File: src/common/pflhst_pkg.sv
package pflhst_pkg;

   // bus geometry
   localparam int ADDR_W = 18;
   localparam int DATA_W = 16;

   // timing, in ns, and cycle counts at the 100 ns clock
   localparam int CLK_NS         = 100;
   localparam int ACC_NS         = 90;
   localparam int SLEEP_EXTRA_NS = 30;
   localparam int SETUP_NS       = 100;
   localparam int READ_CYC  = (ACC_NS + CLK_NS - 1) / CLK_NS + 1;
   localparam int STROBE_CYC = (SETUP_NS + CLK_NS - 1) / CLK_NS;
   localparam int SLEEP_CYC =
      (ACC_NS + SLEEP_EXTRA_NS + CLK_NS - 1) / CLK_NS;
   localparam int CNT_W = 4;
   localparam logic [CNT_W-1:0] READ_CNT   = CNT_W'(READ_CYC);
   localparam logic [CNT_W-1:0] STROBE_CNT = CNT_W'(STROBE_CYC);
   localparam logic [CNT_W-1:0] CNT_ZERO   = 4'h0;

   // autoselect address fields
   localparam int AS_A0  = 0;
   localparam int AS_A1  = 1;
   localparam int AS_A6  = 6;
   localparam int AS_SEL = 8;
   localparam int SA_LSB = 12;

   // command data values
   localparam logic [7:0] CMD_RESET = 8'hf0;
   localparam logic [7:0] PROT_ON   = 8'h01;
   localparam logic [7:0] PROT_OFF  = 8'h00;

   // arbitrary continuation marker value, not tied to any maker
   localparam logic [7:0] CONT_CODE_DEFAULT = 8'h5a;

   typedef enum logic [1:0] {
      OP_READ  = 2'h0,
      OP_WRITE = 2'h1,
      OP_RESET = 2'h2,
      OP_PROT  = 2'h3
   } pflhst_op_t;

   typedef struct packed {
      pflhst_op_t          op;
      logic                byte_mode;
      logic                hv_id;
      logic [ADDR_W-1:0]   addr;
      logic [DATA_W-1:0]   data;
   } pflhst_req_t;

   // pins toward the flash
   typedef struct packed {
      logic                chip_select_n;
      logic                output_drive_n;
      logic                write_strobe_n;
      logic                width_select_n;
      logic                hw_reset_n;
      logic                reset_hv;
      logic                id_hv;
      logic [ADDR_W-1:0]   addr;
   } pflhst_pins_t;

   typedef enum logic [2:0] {
      ST_IDLE  = 3'b000,
      ST_SETUP = 3'b001,
      ST_PULSE = 3'b011,
      ST_HOLD  = 3'b010,
      ST_DONE  = 3'b110
   } pflhst_state_t;

endpackage

File: src/verilog/pflhst_ctrl.sv
// Behaviour
// byte select high gives sixteen-bit data
// byte select low: eight bits, top line addresses
// chip select high: device outputs float
// device reads array after power-up
// device reads array after algorithm ends
// suspended sector reads return status
// host issues reset after timeout or autoselect
// output drive high: device outputs float
// autoselect codes by low address bits
// identifier reread with select line high
// high voltage only for hardware autoselect
// sector address on top lines for verify
// write: chip select, strobe low, drive high
// address latched on later falling edge
// data latched on earlier rising edge
// write data width follows byte mode
// completion via ready pin and polling bits
// protected sector refuses program and erase
// reset pin high voltage unprotects temporarily
// protect other sectors before unprotecting
// stable address puts device to sleep
// bad sequence returns device to array read
// all strobes low counts as read
// reset low aborts and floats outputs
`timescale 1ns/100ps
`default_nettype none
module pflhst_ctrl
   import pflhst_pkg::*;
(
   // clock, reset, enable
   input  wire logic                I_CLK,
   input  wire logic                I_RST,
   input  wire logic                I_CE,
   // user request
   input  wire logic                I_REQ_VALID,
   input  wire pflhst_req_t         I_REQ,
   input  wire logic                I_UNPROTECT,
   output logic                     O_REQ_READY,
   output logic                     O_RSP_VALID,
   output logic [DATA_W-1:0]        O_RSP_DATA,
   output logic                     O_BUSY,
   output logic                     O_TIMEOUT,
   output logic                     O_CONT_SEEN,
   // flash pins
   output pflhst_pins_t             O_PINS,
   input  wire logic [DATA_W-1:0]   I_DQ,
   output logic [DATA_W-1:0]        O_DQ,
   output logic [DATA_W-1:0]        O_DQ_OE,
   input  wire logic                I_READY_BUSY_N
);

   pflhst_state_t       state;
   pflhst_state_t       next_state;
   pflhst_req_t         req;
   logic [CNT_W-1:0]    cnt;
   logic [CNT_W-1:0]    next_cnt;
   logic                cs_n;
   logic                oe_n;
   logic                we_n;
   logic                drive;
   logic                rsp_valid;
   logic [DATA_W-1:0]   rsp_data;
   logic                rdy_q;
   logic                timeout;
   logic                cont_seen;

   wire is_read  = (req.op == OP_READ) || (req.op == OP_PROT);
   wire is_write = (req.op == OP_WRITE) || (req.op == OP_RESET);
   wire cnt_done = (cnt == CNT_ZERO);
   wire take     = I_REQ_VALID && (state == ST_IDLE);
   // phase decodes shared by strobes and sampling
   wire in_cycle = next_state inside {ST_SETUP, ST_PULSE, ST_HOLD};
   wire in_pulse = (next_state == ST_PULSE) && !take;
   wire rd_end   = (state == ST_PULSE) && cnt_done && is_read;

   // byte mode: only low lane carries data, top line is the lsb address
   function automatic logic [DATA_W-1:0] lane_mask(input logic bm);
      lane_mask = bm ? 16'h00ff : 16'hffff;
   endfunction

   // protect verify address: sector on top lines, a1 high, a0/a6 low
   function automatic logic [ADDR_W-1:0] prot_addr(
      input logic [ADDR_W-1:0] a);
      logic [ADDR_W-1:0] r;
      r = a & {{(ADDR_W-SA_LSB){1'b1}}, {SA_LSB{1'b0}}};
      r[AS_A1] = 1'b1;
      r[AS_SEL] = a[AS_SEL];
      prot_addr = r;
   endfunction

   wire [DATA_W-1:0] rd_sample = I_DQ & lane_mask(req.byte_mode);
   wire [DATA_W-1:0] wr_data   = (req.op == OP_RESET)
                                 ? {8'h00, CMD_RESET} : req.data;
   wire id_read = req.hv_id && (req.addr[AS_A1:AS_A0] == 2'b00)
                  && !req.addr[AS_A6];

   always_comb begin
      next_state = state;
      next_cnt   = cnt;
      unique case (state)
         ST_IDLE: if (I_REQ_VALID) begin
            next_state = ST_SETUP;
            next_cnt   = STROBE_CNT;
         end
         ST_SETUP: if (cnt_done) begin
            next_state = ST_PULSE;
            next_cnt   = is_read ? READ_CNT : STROBE_CNT;
         end else begin
            next_cnt = cnt - 4'h1;
         end
         ST_PULSE: if (cnt_done) begin
            next_state = ST_HOLD;
            next_cnt   = STROBE_CNT;
         end else begin
            next_cnt = cnt - 4'h1;
         end
         ST_HOLD: if (cnt_done) begin
            next_state = ST_DONE;
         end else begin
            next_cnt = cnt - 4'h1;
         end
         ST_DONE: next_state = ST_IDLE;
         default: begin
            next_state = ST_IDLE;
            next_cnt   = CNT_ZERO;
         end
      endcase
   end

   always_ff @(posedge I_CLK or posedge I_RST) begin
      if (I_RST) begin
         state <= ST_IDLE;
         cnt   <= CNT_ZERO;
         req   <= '0;
      end else if (I_CE) begin
         state <= next_state;
         cnt   <= next_cnt;
         if (take) begin
            req <= I_REQ;
         end
      end
   end

   // strobes: chip select over the whole cycle, strobe pulse in middle
   always_ff @(posedge I_CLK or posedge I_RST) begin
      if (I_RST) begin
         cs_n  <= 1'b1;
         oe_n  <= 1'b1;
         we_n  <= 1'b1;
         drive <= 1'b0;
      end else if (I_CE) begin
         cs_n  <= !in_cycle;
         // write strobe falls after chip select, address is stable
         // output drive stays high during writes
         we_n  <= !(is_write && in_pulse);
         oe_n  <= !(is_read && in_pulse);
         // data held past strobe rise so it latches cleanly
         drive <= is_write && !take
                  && in_cycle;
      end
   end

   // sample at end of read strobe; note continuation marker
   always_ff @(posedge I_CLK or posedge I_RST) begin
      if (I_RST) begin
         rsp_valid <= 1'b0;
         rsp_data  <= '0;
         cont_seen <= 1'b0;
      end else if (I_CE) begin
         rsp_valid <= (state == ST_DONE);
         if (rd_end) begin
            rsp_data  <= rd_sample;
            cont_seen <= id_read && !req.addr[AS_SEL]
                         && (rd_sample[7:0] == CONT_CODE_DEFAULT);
         end
      end
   end

   // completion and timeout flags from ready pin and status bits
   always_ff @(posedge I_CLK or posedge I_RST) begin
      if (I_RST) begin
         rdy_q   <= 1'b1;
         timeout <= 1'b0;
      end else if (I_CE) begin
         rdy_q <= I_READY_BUSY_N;
         if (rd_end && rd_sample[5]
             && rd_sample[6] != rsp_data[6]) begin
            timeout <= 1'b1;
         end else if (req.op == OP_RESET && state == ST_DONE) begin
            timeout <= 1'b0;
         end
      end
   end

   assign O_REQ_READY = (state == ST_IDLE);
   assign O_RSP_VALID = rsp_valid;
   assign O_RSP_DATA  = rsp_data;
   assign O_BUSY      = !rdy_q;
   assign O_TIMEOUT   = timeout;
   assign O_CONT_SEEN = cont_seen;

   assign O_PINS.chip_select_n  = cs_n;
   assign O_PINS.output_drive_n = oe_n;
   assign O_PINS.write_strobe_n = we_n;
   assign O_PINS.width_select_n = !req.byte_mode;
   assign O_PINS.hw_reset_n     = 1'b1;
   assign O_PINS.reset_hv       = I_UNPROTECT;
   assign O_PINS.id_hv          = req.hv_id;
   assign O_PINS.addr = (req.op == OP_PROT) ? prot_addr(req.addr)
                        : req.addr;

   // byte mode: top line carries the lsb address bit
   assign O_DQ    = req.byte_mode
                    ? {req.data[DATA_W-1], 7'h00, wr_data[7:0]}
                    : wr_data;
   assign O_DQ_OE = req.byte_mode
                    ? {cs_n ? 1'b0 : 1'b1, 7'h00, {8{drive}}}
                    : {DATA_W{drive}};

endmodule
`default_nettype wire

File: config.mk
export PLATFORM = sky130hd
export DESIGN_NAME = pflhst_ctrl
export DESIGN_NICKNAME = d
export VERILOG_FILES = /design/src/common/pflhst_pkg.sv /design/src/verilog/pflhst_ctrl.sv
export SDC_FILE = /design/constraint.sdc
export NUM_CORES = 1
export LEC_CHECK = 0
export ABC_AREA = 1
export BUFFER_PORTS_ARGS = -buffer_cell sky130_fd_sc_hd__buf_2
export CAP_MARGIN = 40
export CORE_AREA = 2 2 88 90
export DETAILED_ROUTE_END_ITERATION = 8
export DIE_AREA = 0 0 90 92
export HOLD_SLACK_MARGIN = 0.12
export PLACE_DENSITY = 0.87
export REMOVE_ABC_BUFFERS = 1
export SLEW_MARGIN = 20
export SYNTH_ARGS = -nofsm -noshare
export SYNTH_HDL_FRONTEND = slang
export SYNTH_SLANG_ARGS = --single-unit
File: constraint.sdc
create_clock -name I_CLK -period 2.2 [get_ports I_CLK]
set_input_delay 0.22 -clock I_CLK [delete_from_list [all_inputs] [get_ports I_CLK]]
set_output_delay 0.22 -clock I_CLK [all_outputs]
set_load 0.005 [all_outputs]
Word level (Yosys, flattened, before mapping)
Index checks and enable logic that the tools add are counted.
{"block": "totals", "ff_bits": 69, "latchBits": 0, "ramBits": 0, "rom_bits": 0, "input_bits": 60, "out_inout_bits": 78, "wordCells": 87, "memories": 0}
{"block": "classes", "addsub": 1, "mul": 0, "n_div": 0, "order_cmp": 0, "eq_ne": 14, "shift": 0, "mux": 19, "bitwise": 2, "n_reduce_logical": 35}
{"operator": "$mux W16", "n": 4}
{"operator": "$pmux W4 S5", "n": 1}
{"operator": "$and A16 B16 Y16", "n": 1}
{"operator": "$mux W4", "n": 4}
{"operator": "$logic_and A1 B1 Y1", "n": 15}
{"operator": "$eq A3 B2 Y1 const B", "n": 4}
{"operator": "$mux W12", "n": 1}
{"operator": "$mux W3", "n": 4}
{"operator": "$pmux W3 S4", "n": 1}
{"operator": "$eq A8 B7 Y1 const B", "n": 1}
{"operator": "$logic_not A1 Y1", "n": 8}
{"operator": "$eq A3 B1 Y1 const B", "n": 2}
{"operator": "$reduce_and A2 Y1", "n": 3}
{"operator": "$eq A2 B2 Y1 const B", "n": 2}
{"operator": "$logic_not A2 Y1", "n": 2}
{"operator": "$logic_not A4 Y1", "n": 1}
{"operator": "$ne A2 B2 Y1 const B", "n": 2}
{"operator": "$reduce_and A4 Y1", "n": 1}
{"operator": "$sub A4 B1 Y4 const B", "n": 1}
{"operator": "$eq A3 B3 Y1 const B", "n": 1}
{"operator": "$logic_not A3 Y1", "n": 1}
{"operator": "$mux W1", "n": 3}
{"operator": "$reduce_bool A3 Y1", "n": 1}
{"operator": "$eq A2 B1 Y1 const B", "n": 1}
{"operator": "5 further kinds", "n": 6}

Depth between registers and ports, before layout
{"block": "logic_depth", "depth_word": 7, "ltp_mapped": 10, "depth_no_buf": 10}

Worst setup path before layout
No wires, ideal clock.
{"block": "synth_path", "path_kind": "register -> register", "from": "reg cnt[0]", "to": "reg rsp_data[10], in the netlist O_RSP_DATA[10]", "setup_ps": 117, "arrival_time_ps": 1342, "t_required_ps": 2083, "path_slack_ps": 741, "path_stages_with_launch": 9, "path_buffers": 1, "period_less_slack_ps": 1459, "path_cell_list": "dfrtp_1 inv_1 ha_1 nand2_1 inv_1 nand4_4 buf_6 nand2_1 nand2_1"}
{"block": "synth_via", "elab_chain_len": 4}
{"item": "start, declared", "line": "pflhst_ctrl.sv:56", "rtl": "logic [CNT_W-1:0] cnt;"}
{"item": "start signal, assigned", "line": "pflhst_ctrl.sv:138", "rtl": "cnt <= next_cnt;"}
{"item": "$logic_not A4 Y1", "line": "pflhst_ctrl.sv:70", "rtl": "wire cnt_done = (cnt == CNT_ZERO);"}
{"item": "$logic_and A1 B1 Y1 (2 in a row)", "line": "pflhst_ctrl.sv:75", "rtl": "wire rd_end = (state == ST_PULSE) && cnt_done && is_read;"}
{"item": "$reduce_and A2 Y1 (no source line)"}
{"item": "end signal, assigned", "line": "pflhst_ctrl.sv:173", "rtl": "rsp_data <= rd_sample;"}
{"item": "end, declared", "line": "pflhst_ctrl.sv:63", "rtl": "logic [DATA_W-1:0] rsp_data;"}
No other way between the ends.
A chain may end at the register's enable or synchronous reset.

Final worst setup path
{"block": "layout_path", "from": "reg req[36] (netlist name)", "to": "out O_DQ[13]"}
{"block": "layout_via", "elab_chain_len": 3}
{"item": "start, declared", "line": "pflhst_ctrl.sv:55", "rtl": "pflhst_req_t req;"}
{"item": "start signal, assigned", "line": "pflhst_ctrl.sv:135", "rtl": "req <= '0;"}
{"item": "start signal, assigned", "line": "pflhst_ctrl.sv:140", "rtl": "req <= I_REQ;"}
{"item": "$eq A2 B2 Y1", "line": "pflhst_ctrl.sv:93", "rtl": "wire [DATA_W-1:0] wr_data = (req.op == OP_RESET)"}
{"item": "$mux W16", "line": "pflhst_ctrl.sv:94", "rtl": "? {8'h00, CMD_RESET} : req.data;"}
{"item": "$mux W16", "line": "pflhst_ctrl.sv:215", "rtl": "? {req.data[DATA_W-1], 7'h00, wr_data[7:0]}"}
{"item": "end, declared", "line": "pflhst_ctrl.sv:48", "rtl": "output logic [DATA_W-1:0] O_DQ,"}
No other way between the ends.

==> impl_metrics.py <==
metrics = {
    "worst_setup_path": {
        "r2r_start": "req[36]$_DFFE_PP0P_",
        "r2r-end": "O_RSP_DATA[12]$_DFFE_PP0P_",
        "critPathBufInv": 3,
        "cp_top_family": "buffers and inverters",
        "worstPathCellList": "inv_1 > ha_1 > inv_1 > nand2_2 > nor2_1 > buf_2",
        "slowest_stage": "dfrtp_1",
        "critical_path_arrival_ns": 1.71,
        "r2r_cells": 7,
        "cp.required_ns": 1.98,
        "critPathKind": "reg -> out",
        "critPathMaxStageDelay_ns": 0.37,
        "worst_setup_path_end_kind": "primary output",
        "crit_fanout": 7,
        "crit_path_frequent_cell": "inv_1",
        "r2r_setup_slack_ns": 0.44,
        "cp-start-kind": "flip-flop",
    },
    "timing": {
        "setup_violations": 0,
        "fmaxAchievable_mhz": 518,
        "slew_violations": 0,
        "period_minus_slack_ns": 1.93,
        "tns_ns": 0,
        "grt_setup_unrepaired": "false",
        "fin_crit_sh_pct": 87.8,
        "clock_skew_ns": 0.0116,
        "hold_viol_final": 0,
    },
    "clocking": {
        "clk_latency_ns": 0.35,
        "clockBufferDepth": 2,
        "cts_buffers": 9,
        "cts_root_buf": "clkbuf_8",
        "clkSinkCount": 69,
        "cts_tree": "built",
        "h-tree-depth": 3,
        "clkSlewWorstSetupHoldPaths_ns": 0.08,
    },
    "placement": {
        "hpwlAfterDp_um": 6030,
        "place_area_um2": 4050,
        "place_congestion": 0.885,
        "port_buffers": 134,
    },
    "global_route": {
        "grt_pass1_vias": 3433,
        "grt_pass1_wl_um": 15600,
        "grt_max_degree": 70,
        "overflow": 0,
        "grt_use_total_pct": 23.5,
        "antenna_found_initial": 0,
    },
    "synthesis": {
        "ys_ff_latch": 69,
        "netlist_instances": 428,
        "ys_seq_area_share_pct": 49.7,
        "synthDistinctLibCells": 33,
        "post_synth.cell_area_avg_um2": 8.15,
        "ys_warn_count": 0,
        "netlist_area_um2": 3490,
    },
    "floorplanning": {
        "die_h_um": 92,
        "die_area_um2": 8280,
        "ios": 138,
        "die_w_um": 90,
        "design.core.area_um2": 7450,
        "rows": 32,
        "start_util_pct": 46.8,
    },
    "worst_hold_path": {
        "worstHoldPathType": "in -> reg",
        "hp-start": "I_REQ[8]",
        "hold_path_depth": 3,
        "worstHoldEndpoint": "req[8]$_DFFE_PP0P_",
    },
    "final_layout": {
        "syn2layout_area_growth_pct": 38.5,
        "postLayoutCoreUtil_pct": 64.9,
        "drive_gt1_share_pct": 31.4,
        "nNetsFinal": 654,
        "design_area_um2": 4830,
        "n_fill_cell": 644,
        "antenna_cells": 0,
    },
    "drt": {
        "first_pass_iters": 4,
        "wl_um": 9300,
        "drcViolationCount": 0,
        "vias": 3349,
        "drt_iter0_drc": 193,
        "ant_nets": 0,
        "via_per_inst": 4.80,
        "wl_per_cell_um": 13.3,
    },
    "job": {
        "maxCapViolCount": 0,
    },
    "status": {
        "run_status": "complete, no violations",
    },
    "pwr": {
        "p_leak_nw": 2.68,
        "worst_ir_drop_vdd_uv": 701,
        "powerDensity_nw_per_um2": 1250,
    },
}
-- tightest hold or removal path, cell delays in order --
cell,delay (ns)
buf_2,0.08
nand2_1,0.05
o21ai_0,0.08
-- cell usage after synthesis --
library cell / number / share of area, %
a21oi_1: 3 / 0.43
a31oi_1: 1 / 0.18
buf_2: 5 / 0.72
buf_4: 27 / 5.8
buf_6: 6 / 1.9
clkbuf_1: 3 / 0.32
clkinv_1: 1 / 0.11
conb_1: 1 / 0.11
dfrtp_1: 65 / 47
dfstp_2: 4 / 3.0
ha_1: 4 / 1.4
inv_1: 49 / 5.3
inv_2: 5 / 0.54
inv_4: 1 / 0.18
nand2_1: 138 / 15
nand2_2: 2 / 0.36
nand3_1: 19 / 2.7
nand3_2: 1 / 0.29
nand3b_1: 1 / 0.22
nand4_1: 3 / 0.54
nand4_4: 1 / 0.61
nor2_1: 29 / 3.1
nor2_2: 1 / 0.18
nor2_4: 2 / 0.65
nor3_1: 3 / 0.43
nor3_4: 1 / 0.47
o21ai_0: 36 / 5.2
o21ai_1: 2 / 0.29
o21ai_2: 10 / 2.5
o21bai_1: 1 / 0.22
or2_2: 1 / 0.18
xnor2_1: 1 / 0.25
xor2_1: 1 / 0.25
-- cell usage in the layout, fill, tap and decap left out, types with 2 or more instances in the layout --
cell type,netlist,final
dfstp_2,4,4
inv_1,49,48
o21ai_1,2,2
o21ai_0,36,36
nand4_1,3,3
buf_2,5,134
dlygate4sd3_1,0,52
buf_12,0,2
nor2_4,2,2
o21ai_2,10,10
nor2_1,29,29
ha_1,4,4
nand3_1,19,19
nand2_1,138,137
a21oi_1,3,3
nor3_1,3,3
dfrtp_1,65,65
nand2_2,2,3
bufinv_16,0,3
inv_2,5,6
clkbuf_8,0,11
buf_4,27,4
-- logic make-up after synthesis --
family	after synthesis	synth area share (%)
AOI/OAI and AO/OA	53	8.79
and+or+nand+nor	202	24.6
adders and majority gates	4	1.44
buffers and inverters	97	14.9
other	1	0.108
DFF	69	49.7
xor gates and xnor gates	2	0.502
-- per-layer routing --
layer / up-vias / GRT usage, % / part of all wire, %
met4: 0 / 9.49 / 2.0
met2: 144 / 40.6 / 50
met5: - / 0 / 0
met3: 20 / 6.33 / 6.8
li1: 1616 / - / -
met1: 1569 / 27.8 / 41
-- what timing repair did --
item,4_1_cts,5_1_grt
hold buffers,51,1
buffers inserted,0,0
gates resized for setup,0,1
hold endpoints to repair,115,1
endpoints found under the setup margin,0,1
-- stage by stage --
stage                     worst slack [ns]  instances  hold WS (ns)  power (mW)
after floorplan                      0.247        387         0.294        3.53
after global placement               0.576        629         0.318        4.52
after detailed placement             0.465        629         0.328        4.61
after CTS                            0.188        696         0.125        6.01
after global routing                0.0986        697         0.147        6.49
final                                0.269        697         0.138        6.02
-- where the power goes --
group	total (mW)	switching, mW	internal [mW]	leakage, nW
Combinational	2.60	1.50	1.09	1.69
Sequential	2.10	0.293	1.81	0.867
Clock	1.32	0.500	0.817	0.126
Total	6.02	2.30	3.72	2.68
-- registers in the layout, indices dropped and copies added, names as in the netlist --
register	count
O_CONT_SEEN	1
O_PINS	1
O_RSP_DATA	16
O_RSP_VALID	1
O_TIMEOUT	1
cnt	4
cs_n	1
drive	1
oe_n	1
rdy_q	1
req	37
state	3
we_n	1
-- worst max path at each step --
stage / start / to / slack (ns) / depth (start not counted)
after global routing: req[36]$_DFFE_PP0P_ / O_DQ[13] / 0.1 / 6
after CTS: req[36]$_DFFE_PP0P_ / O_DQ[13] / 0.19 / 6
after floorplan: I_RST / O_CONT_SEEN$_DFFE_PP0P_ / 0.25 / 1
after detailed placement: req[36]$_DFFE_PP0P_ / O_RSP_DATA[12]$_DFFE_PP0P_ / 0.46 / 7
final: req[36]$_DFFE_PP0P_ / O_DQ[13] / 0.27 / 6
after global placement: req[36]$_DFFE_PP0P_ / O_RSP_DATA[9]$_DFFE_PP0P_ / 0.58 / 7
-- layout make-up --
class,instances,area [um2],area share [%]
timing repair buffer,192,1260,26.1
tap,102,128,2.64
inverter,56,213,4.40
sequential,69,1730,35.9
clock buffer,11,151,3.13
multi-input combinational,262,1240,25.6
clock inverter,5,106,2.20
Power figures use the tool's default switching activity.
